`config.mk`:
```
export PLATFORM = sky130hd
export DESIGN_NAME = mac_header_framer
export DESIGN_NICKNAME = d
export VERILOG_FILES = /design/src/rtl/mac_framer_pkg.sv /design/src/rtl/mac_framer_fifo.sv /design/src/rtl/mac_header_framer.sv
export SDC_FILE = /design/constraint.sdc
export NUM_CORES = 1
export LEC_CHECK = 0
export ABC_CLOCK_PERIOD_IN_PS = 2850
export BUFFER_PORTS_ARGS = -buffer_cell sky130_fd_sc_hd__buf_2
export CORE_MARGIN = 4
export CORE_UTILIZATION = 59
export CTS_CLUSTER_DIAMETER = 100
export DETAILED_ROUTE_END_ITERATION = 16
export PLACE_DENSITY_LB_ADDON = 0.12
export SLEW_MARGIN = 20
export SYNTH_ARGS = -nofsm -noshare
export SYNTH_HDL_FRONTEND = slang
export SYNTH_SLANG_ARGS = --single-unit
```
`constraint.sdc`:
```
create_clock -name core_clk_in -period 2.85 [get_ports core_clk_in]
set_clock_uncertainty 0.15 [all_clocks]
set_input_delay 0.1425 -clock core_clk_in [delete_from_list [all_inputs] [get_ports core_clk_in]]
set_output_delay 0.1425 -clock core_clk_in [all_outputs]
set_load 0.05 [all_outputs]
```
`src/rtl/mac_framer_pkg.sv`:
```
// Purpose: Shared constants for the power-line MAC header framer.
// Assumes: Byte-wide streams, one clock, synchronous active-high reset.
// Notes: Frame control bit positions follow the 802.15.4 layout.
package mac_framer_pkg;
  localparam int DATA_W = 8;
  localparam int FIFO_DEPTH = 16;
  localparam int FIFO_AW = 4;
  // Frame control bit positions in the 16-bit field.
  localparam int FC_TYPE_LSB = 0;
  localparam int FC_SEC_BIT = 3;
  localparam int FC_PEND_BIT = 4;
  localparam int FC_ACKREQ_BIT = 5;
  localparam int FC_VER_LSB = 12;
  localparam logic [2:0] FTYPE_ACK = 3'h2;
  localparam logic [2:0] FTYPE_DATA = 3'h1;
  localparam logic [7:0] AUX_LEN_NONE = 8'h00;
  localparam logic [7:0] AUX_LEN_SIX = 8'h06;
  // Delimiter types sent to the PHY header logic.
  localparam logic [1:0] DELIM_NO_ACK = 2'h1;
  localparam logic [1:0] DELIM_ACK = 2'h0;
  localparam logic PRIO_NORMAL = 1'h0;
  localparam logic PRIO_HIGH = 1'h1;
  localparam int SEG_BYTES = 3;
endpackage

```
`src/rtl/mac_framer_fifo.sv`:
```
// Purpose: Synchronous FIFO in the framer's byte path.
// Assumes: Single clock, synchronous active-high reset.
// Notes: Full and empty are exact; clock enable freezes everything.
`timescale 1ns/1ps
module mac_framer_fifo #(
  parameter int WIDTH = 8,
  parameter int DEPTH = 16,
  parameter int AW = 4
) (
  input wire logic core_clk_in,
  input wire logic srst_in,
  input wire logic ce_in,
  input wire logic [WIDTH-1:0] wr_data_in,
  input wire logic wr_valid_in,
  output logic wr_ready_out,
  output logic [WIDTH-1:0] rd_data_out,
  output logic rd_valid_out,
  input wire logic rd_ready_in
);
  typedef struct packed {
    logic [AW:0] wptr;
    logic [AW:0] rptr;
    logic wr_rdy;
  } fifo_state_t;
  fifo_state_t st;
  fifo_state_t next_st;
  logic [WIDTH-1:0] mem [DEPTH];
  logic do_wr;
  logic do_rd;

  // Pointer arithmetic; the extra bit separates full from empty.
  always_comb begin
    next_st = st;
    do_wr = wr_valid_in && wr_ready_out;
    do_rd = rd_valid_out && rd_ready_in;
    if (do_wr) begin
      next_st.wptr = st.wptr + 1'b1;
    end
    if (do_rd) begin
      next_st.rptr = st.rptr + 1'b1;
    end
    // Ready is registered so the source sees a flop, not a comparator.
    next_st.wr_rdy = !((next_st.wptr[AW] != next_st.rptr[AW]) &&
                       (next_st.wptr[AW-1:0] == next_st.rptr[AW-1:0]));
  end

  // State and storage update.
  always_ff @(posedge core_clk_in) begin
    if (srst_in) begin
      st <= '0;
      st.wr_rdy <= 1'b1;
    end else if (ce_in) begin
      st <= next_st;
      if (do_wr) begin
        mem[st.wptr[AW-1:0]] <= wr_data_in;
      end
    end
  end

  assign wr_ready_out = st.wr_rdy;
  assign rd_valid_out = (st.wptr != st.rptr);
  assign rd_data_out = mem[st.rptr[AW-1:0]];
endmodule

```
`src/rtl/mac_header_framer.sv`:
```
// Purpose: Builds the MAC header of power-line frames and streams it out.
// Assumes: Upper MAC offers one frame descriptor and its payload bytes, in either order.
// Notes: Header bytes go first, payload follows through a 16-deep FIFO.
`timescale 1ns/1ps
module mac_header_framer (
  input wire logic core_clk_in,
  input wire logic srst_in,
  input wire logic ce_in,
  // Frame descriptor, taken when start_valid_in and start_ready_out.
  input wire logic start_valid_in,
  output logic start_ready_out,
  input wire logic traffic_priority_in,
  input wire logic ack_request_in,
  input wire logic [2:0] frame_type_in,
  input wire logic security_en_in,
  input wire logic pan_id_comp_in,
  input wire logic [1:0] dst_mode_in,
  input wire logic [1:0] src_mode_in,
  input wire logic [7:0] seq_num_in,
  input wire logic [7:0] aux_len_in,
  input wire logic [23:0] seg_ctrl_in,
  // Payload (addresses, aux header, payload, FCS) as a byte stream.
  input wire logic [7:0] pay_data_in,
  input wire logic pay_valid_in,
  input wire logic pay_last_in,
  output logic pay_ready_out,
  // Byte stream to the PHY.
  output logic [7:0] tx_data_out,
  output logic tx_valid_out,
  output logic tx_last_out,
  input wire logic tx_ready_in,
  // PHY frame control header indications.
  output logic [1:0] phy_delimiter_type_out,
  output logic frame_priority_param_out,
  output logic reject_out
);
  typedef enum logic [3:0] {
    S_IDLE = 4'h1,
    S_HDR = 4'h2,
    S_PAY = 4'h4,
    S_DRAIN = 4'h8
  } fr_state_t;

  typedef struct packed {
    fr_state_t fsm;
    logic [47:0] hdr;
    logic [2:0] hcnt;
    logic last_seen;
    logic [7:0] tx_data;
    logic tx_valid;
    logic tx_last;
    logic [1:0] delim;
    logic prio;
    logic reject;
    logic start_ready;
  } fr_regs_t;

  fr_regs_t st;
  fr_regs_t next_st;
  logic [15:0] fc;
  logic bad_req;
  logic f_valid;
  logic f_ready;
  logic [8:0] f_data;
  logic f_wr_ready;
  logic take;
  logic out_free;
  // Index of the last header byte: FC low, FC high, sequence, segments.
  localparam logic [2:0] HDR_LAST = 3'(mac_framer_pkg::SEG_BYTES + 2);

  // FIFO holds payload bytes plus the last flag; its ready stalls the source.
  mac_framer_fifo #(
    .WIDTH(9),
    .DEPTH(mac_framer_pkg::FIFO_DEPTH),
    .AW(mac_framer_pkg::FIFO_AW)
  ) u_fifo (
    .core_clk_in(core_clk_in),
    .srst_in(srst_in),
    .ce_in(ce_in),
    .wr_data_in({pay_last_in, pay_data_in}),
    .wr_valid_in(pay_valid_in),
    .wr_ready_out(f_wr_ready),
    .rd_data_out(f_data),
    .rd_valid_out(f_valid),
    .rd_ready_in(f_ready)
  );
  assign pay_ready_out = f_wr_ready;

  // Frame control: pending and version forced to zero, type from request.
  always_comb begin
    fc = 16'h0000;
    fc[mac_framer_pkg::FC_TYPE_LSB +: 3] = frame_type_in;
    fc[mac_framer_pkg::FC_SEC_BIT] = security_en_in;
    fc[mac_framer_pkg::FC_PEND_BIT] = 1'b0;
    fc[mac_framer_pkg::FC_ACKREQ_BIT] = ack_request_in;
    fc[6] = pan_id_comp_in;
    fc[11:10] = dst_mode_in;
    fc[mac_framer_pkg::FC_VER_LSB +: 2] = 2'h0;
    fc[15:14] = src_mode_in;
  end

  // Requests with an ack type or an illegal aux length are refused.
  assign bad_req = (frame_type_in == mac_framer_pkg::FTYPE_ACK) ||
                   ((aux_len_in != mac_framer_pkg::AUX_LEN_NONE) &&
                    (aux_len_in != mac_framer_pkg::AUX_LEN_SIX)) ||
                   (security_en_in &&
                    (aux_len_in != mac_framer_pkg::AUX_LEN_SIX));

  assign take = start_valid_in && st.start_ready;
  assign out_free = !st.tx_valid || tx_ready_in;
  assign f_ready = (st.fsm == S_PAY) && out_free && !st.last_seen;

  // Main sequencer: header bytes, then payload until the last byte.
  always_comb begin
    next_st = st;
    next_st.reject = 1'b0;
    if (st.tx_valid && tx_ready_in) begin
      next_st.tx_valid = 1'b0;
      next_st.tx_last = 1'b0;
    end
    case (st.fsm)
      S_IDLE: begin
        if (take) begin
          next_st.start_ready = 1'b0;
          if (bad_req) begin
            next_st.reject = 1'b1;
            next_st.start_ready = 1'b1;
          end else begin
            // Header is FC, sequence, then three segment control bytes.
            next_st.hdr = {fc[7:0], fc[15:8], seq_num_in, seg_ctrl_in};
            next_st.hcnt = 3'h0;
            next_st.last_seen = 1'b0;
            next_st.delim = ack_request_in ? mac_framer_pkg::DELIM_ACK :
                            mac_framer_pkg::DELIM_NO_ACK;
            next_st.prio = traffic_priority_in;
            next_st.fsm = S_HDR;
          end
        end
      end
      S_HDR: begin
        if (out_free) begin
          next_st.tx_data = st.hdr[47:40];
          next_st.tx_valid = 1'b1;
          next_st.tx_last = 1'b0;
          next_st.hdr = {st.hdr[39:0], 8'h00};
          next_st.hcnt = st.hcnt + 3'h1;
          if (st.hcnt == HDR_LAST) begin
            next_st.fsm = S_PAY;
          end
        end
      end
      S_PAY: begin
        if (f_ready && f_valid) begin
          next_st.tx_data = f_data[7:0];
          next_st.tx_valid = 1'b1;
          next_st.tx_last = f_data[8];
          if (f_data[8]) begin
            next_st.last_seen = 1'b1;
            next_st.fsm = S_DRAIN;
          end
        end
      end
      S_DRAIN: begin
        if (!next_st.tx_valid) begin
          next_st.fsm = S_IDLE;
          next_st.start_ready = 1'b1;
        end
      end
      default: begin
        next_st.fsm = S_IDLE;
        next_st.start_ready = 1'b1;
      end
    endcase
  end

  // Register the whole state; clock enable freezes it.
  always_ff @(posedge core_clk_in) begin
    if (srst_in) begin
      st <= '0;
      st.fsm <= S_IDLE;
      st.delim <= mac_framer_pkg::DELIM_NO_ACK;
      st.start_ready <= 1'b1;
    end else if (ce_in) begin
      st <= next_st;
    end
  end

  assign start_ready_out = st.start_ready;
  assign tx_data_out = st.tx_data;
  assign tx_valid_out = st.tx_valid;
  assign tx_last_out = st.tx_last;
  assign phy_delimiter_type_out = st.delim;
  assign frame_priority_param_out = st.prio;
  assign reject_out = st.reject;

  // The first header byte is frame control low: pending bit zero.
  property p_pend_zero;
    @(posedge core_clk_in) disable iff (srst_in)
    (st.fsm == S_HDR && st.hcnt == 3'h0 && ce_in && out_free) |=>
      !tx_data_out[mac_framer_pkg::FC_PEND_BIT];
  endproperty
  a_pend_zero: assert property (p_pend_zero)
    else $error("Frame pending bit not zero.");

  // Ack request bit sent matches the latched delimiter type.
  property p_ack_delim;
    @(posedge core_clk_in) disable iff (srst_in)
    (st.fsm == S_HDR && st.hcnt == 3'h0 && ce_in && out_free) |=>
      (tx_data_out[mac_framer_pkg::FC_ACKREQ_BIT] ==
       (phy_delimiter_type_out == mac_framer_pkg::DELIM_ACK));
  endproperty
  a_ack_delim: assert property (p_ack_delim)
    else $error("Ack request and delimiter type disagree.");

  // Frame version bits are zero in the second header byte.
  property p_ver_zero;
    @(posedge core_clk_in) disable iff (srst_in)
    (st.fsm == S_HDR && st.hcnt == 3'h1 && ce_in && out_free) |=>
      (tx_data_out[5:4] == 2'h0);
  endproperty
  a_ver_zero: assert property (p_ver_zero)
    else $error("Frame version bits not zero.");

  // An ack frame type request is refused the next cycle.
  property p_no_ack_type;
    @(posedge core_clk_in) disable iff (srst_in)
    (take && ce_in && frame_type_in == mac_framer_pkg::FTYPE_ACK) |=>
      (reject_out && st.fsm == S_IDLE);
  endproperty
  a_no_ack_type: assert property (p_no_ack_type)
    else $error("Ack frame type accepted.");

  // Bad aux length is refused.
  property p_aux_len;
    @(posedge core_clk_in) disable iff (srst_in)
    (take && ce_in && aux_len_in != mac_framer_pkg::AUX_LEN_NONE &&
     aux_len_in != mac_framer_pkg::AUX_LEN_SIX) |=> reject_out;
  endproperty
  a_aux_len: assert property (p_aux_len)
    else $error("Illegal auxiliary header length accepted.");

  // Delimiter follows the ack request of an accepted frame.
  property p_delim_map;
    @(posedge core_clk_in) disable iff (srst_in)
    (take && ce_in && !bad_req) |=>
      (phy_delimiter_type_out == (ack_request_in ?
       mac_framer_pkg::DELIM_ACK : mac_framer_pkg::DELIM_NO_ACK));
  endproperty
  a_delim_map: assert property (p_delim_map)
    else $error("Delimiter type mapping wrong.");

  // Priority is latched from the request.
  property p_prio;
    @(posedge core_clk_in) disable iff (srst_in)
    (take && ce_in && !bad_req) |=>
      (frame_priority_param_out == $past(traffic_priority_in));
  endproperty
  a_prio: assert property (p_prio)
    else $error("Priority not latched.");

  // Six header bytes precede payload, all three segment bytes included.
  property p_hdr_len;
    @(posedge core_clk_in) disable iff (srst_in)
    (st.fsm == S_HDR && ce_in && out_free) |=>
      (st.fsm == ((st.hcnt == HDR_LAST + 3'h1) ? S_PAY : S_HDR));
  endproperty
  a_hdr_len: assert property (p_hdr_len)
    else $error("Header sequencing wrong.");

  // Clock enable low holds every state bit of the sequencer.
  property p_freeze;
    @(posedge core_clk_in) disable iff (srst_in)
    !ce_in |=> $stable(st);
  endproperty
  a_freeze: assert property (p_freeze)
    else $error("State moved while clock enable was low.");

  // Sequence number and all three segment bytes are latched for sending.
  property p_seg_latch;
    @(posedge core_clk_in) disable iff (srst_in)
    (take && ce_in && !bad_req) |=>
      (st.hdr[23:0] == $past(seg_ctrl_in) &&
       st.hdr[31:24] == $past(seq_num_in));
  endproperty
  a_seg_latch: assert property (p_seg_latch)
    else $error("Segment control bytes not latched.");

  // The frame type sent in the first header byte is never the ack code.
  property p_no_ack_out;
    @(posedge core_clk_in) disable iff (srst_in)
    (st.fsm == S_HDR && st.hcnt == 3'h1 && tx_valid_out) |->
      (tx_data_out[mac_framer_pkg::FC_TYPE_LSB +: 3] !=
       mac_framer_pkg::FTYPE_ACK);
  endproperty
  a_no_ack_out: assert property (p_no_ack_out)
    else $error("Ack frame type code sent.");

  // No descriptor is taken while a frame is in flight.
  property p_busy;
    @(posedge core_clk_in) disable iff (srst_in)
    (st.fsm != S_IDLE) |-> !start_ready_out;
  endproperty
  a_busy: assert property (p_busy)
    else $error("Descriptor ready while a frame is in flight.");

  // Main scenarios: whole frame, refusal, full FIFO, stall, header end.
  c_frame: cover property (@(posedge core_clk_in) tx_valid_out && tx_last_out);
  c_reject: cover property (@(posedge core_clk_in) reject_out);
  c_full: cover property (@(posedge core_clk_in) !f_wr_ready);
  c_stall: cover property (@(posedge core_clk_in)
    tx_valid_out && !tx_ready_in);
  c_hdr_end: cover property (@(posedge core_clk_in)
    st.fsm == S_HDR && st.hcnt == HDR_LAST && out_free);
endmodule

```
==> results.txt <==
DP HPWL: 13900 µm
Die W: 136 µm
Async set-reset flop share out of synthesis: 0%
Fmax: 364 MHz
Max-Cap Viols: 0
PortBufs: 80
CP Launch Type: flip-flop
Area of the die: 0.0184 mm²
Gr ovfl total: 0
DR DRC count: 0
Htree depth: 1
Crit-path cells: buf_4, nor4b_1, nor2_2, or2_1, buf_4, nand2_1, a21oi_1, dlygate4sd3_1
Slew margin rel.: 51.1%
Diodes inserted: 0
Layout cells sized above 1: 23.6%
DRT iter0 DRCs: 614
Max Slew Vio Count: 0
Core area: 0.0159 mm²
First-pass GRT wire length: 34900 µm
Crit end category: flip-flop
Max incr delay on CP: 670 ps
Fin Hold WS: 103 ps
Most frequent cells in the layout: edfxtp_1, nand2_1, dfxtp_1
Cell mode on critical path: buf_4
CP Data Arrival Time: 2990 ps
Num rows: 46
Status: completed
Worst-path clk slew: 60 ps
Total number of vias: 6575
Synth cell types: 55
WL per Instance: 19.7 µm
DR vias/cell: 5.90
Final period utilization: 96.5%
Clock latency on the worst-skew pair: 510 ps
#FFs+latches synth: 229
Crit path max-delay family: simple AND/OR/NAND/NOR gates
EDFF count, synth: 144
Leak: 4.00 nW
Commonest non-fill, non-tap cell in the layout: edfxtp_1
Post CTS Setup Buffer Count: 0
Number of global-route vias before repair: 6525
Overall Global Routing Usage: 24.2%
Unrepaired setup endpoints after global routing: no
Clock root cell: clkbuf_16
Final setup TNS: 0 ps
Worst path slowest cell: nor4b_1
Layout Utilization: 73.5%
Worst-margin pin slew: 723 ps
Pwr Total: 6.96 mW
Fin cells: 1115
Final wirelength: 22000 µm
Synthesized area: 0.00962 mm²
Syn Nets: 811
Final hold viol count: 0
Maximum VDD drop: 0.651 mV
Synth Warn #: 0
Post-DRT Antenna Nets: 0
Total CTS buffers: 23
Crit Path Max Fanout: 16
TritonCTS clock tree: yes
Post-synth top flop: edfxtp_1
Placed instance count: 1011
Pwr Density: 593 mW/mm²
Hold Crit Class: input pin to flip-flop
Crit path kind: flip-flop to flip-flop
Starting density of the core: 60.4%
Boundary Pins: 82
Largest net degree at the start of global routing: 62
Die height: 136 µm
GPL Wtd Cong: 0.883
Clk sinks: 229
Synth-to-Final Area Change: 21.8%
Fin crit period: 2750 ps
Final Setup Violations: 0
First drt pass iteration count: 5
Worst EP required: 3090 ps
Mean post-synth cell area: 13.0 µm²
Maximum root-to-sink buffer count: 3
Synth Instances: 738
CP bufs+invs: 3
Sequential fraction of the synthesis area: 62.6%
Antenna violations before repair: 0
Fin nets: 959
## tightest hold or removal path: stages
cell and delay (ps):
buf_2 110, nand2_1 80, a21oi_2 110, nand2_1 100
a32oi_1 100, nor2_1 80
## logic make-up after synthesis
family / Yosys count / share of synthesized area (%)
simple gates: 252 / 11.8
fa+ha+maj: 7 / 0.910
mux: 50 / 10.9
compound gates: 111 / 8.22
other cells: 1 / 0.0390
buf+inv: 66 / 3.43
xor+xnor: 22 / 2.08
flops: 229 / 62.6
## metal layers
metal / GRT usage, % / wire, µm / up-vias
met1: 33.2 / 9180 / 3233
met5: 0 / 0 / -
met3: 3.68 / 1230 / 39
li1: - / - / 3047
met2: 41.2 / 11100 / 256
met4: 5.77 / 495 / 0
## where the power goes
part	leakage, nW	total [mW]	internal (mW)	switching [mW]
combinational	1.67	0.473	0.209	0.264
sequential	1.98	3.63	3.59	0.0424
clock	0.350	2.85	1.66	1.20
## synth_stat cells, drive strengths merged (3+ instances only)
cell,count,area (µm²)
a211o,3,26.3
a21oi,35,175
a311oi,42,368
and3,3,18.8
buf,30,195
clkbuf,30,113
dfxtp,85,1700
edfxtp,144,4320
ha,7,87.6
inv,6,22.5
mux2i,4,40.0
mux4,44,991
nand2,113,424
nand2b,4,25.0
nand3,20,100
nor2,80,318
nor3,6,41.3
nor4b,5,50.0
o21ai,18,90.1
or3,8,50.1
xnor2,8,70.1
xor2,14,130
## path summary, 6_finish.rpt
path	from	to	slack [ps]	depth (start not counted)
max	st[70]$_SDFFE_PP0P_	st[19]$_SDFFE_PP0P_	100	8
min	aux_len_in[1]	reject_out$_SDFFE_PP0P_	100	6
max reg2reg	st[70]$_SDFFE_PP0P_	st[19]$_SDFFE_PP0P_	100	8
min reg2reg	st[52]$_SDFFE_PP0P_	st[52]$_SDFFE_PP0P_	300	2
## stage by stage
step / setup WS, ps / area [µm²]
after floorplan: 373 / 9620
after global placement: 342 / 10300
after detailed placement: 254 / 10300
after CTS: 35.8 / 11700
after global routing: 13.0 / 11700
final: 99.0 / 11700
## flip-flops by register name (all words and copies together) (netlist names), named ones only
signal	flops
u_fifo.mem	144
st	56
u_fifo.st	10
tx_data_out	8
frame_priority_param_out	1
phy_delimiter_type_out	1
reject_out	1
start_ready_out	1
tx_last_out	1
tx_valid_out	1
u_fifo.wr_ready_out	1
## cell type report
class / instances / area [µm²]
flip-flops and latches: 229 / 6030
multi-input cells: 443 / 3300
inverters: 6 / 22.5
clock buffers: 24 / 579
well taps: 216 / 270
repair buffers: 183 / 1390
clock inverters: 14 / 131
fillers: 1009 / 4220
## repair_timing
item,4_1_cts,5_1_grt
endpoints found under the hold margin,202,0
setup endpoints to repair,0,4
resized for setup,0,7
hold buffers,66,0
(Power assumes the default switching activity.)
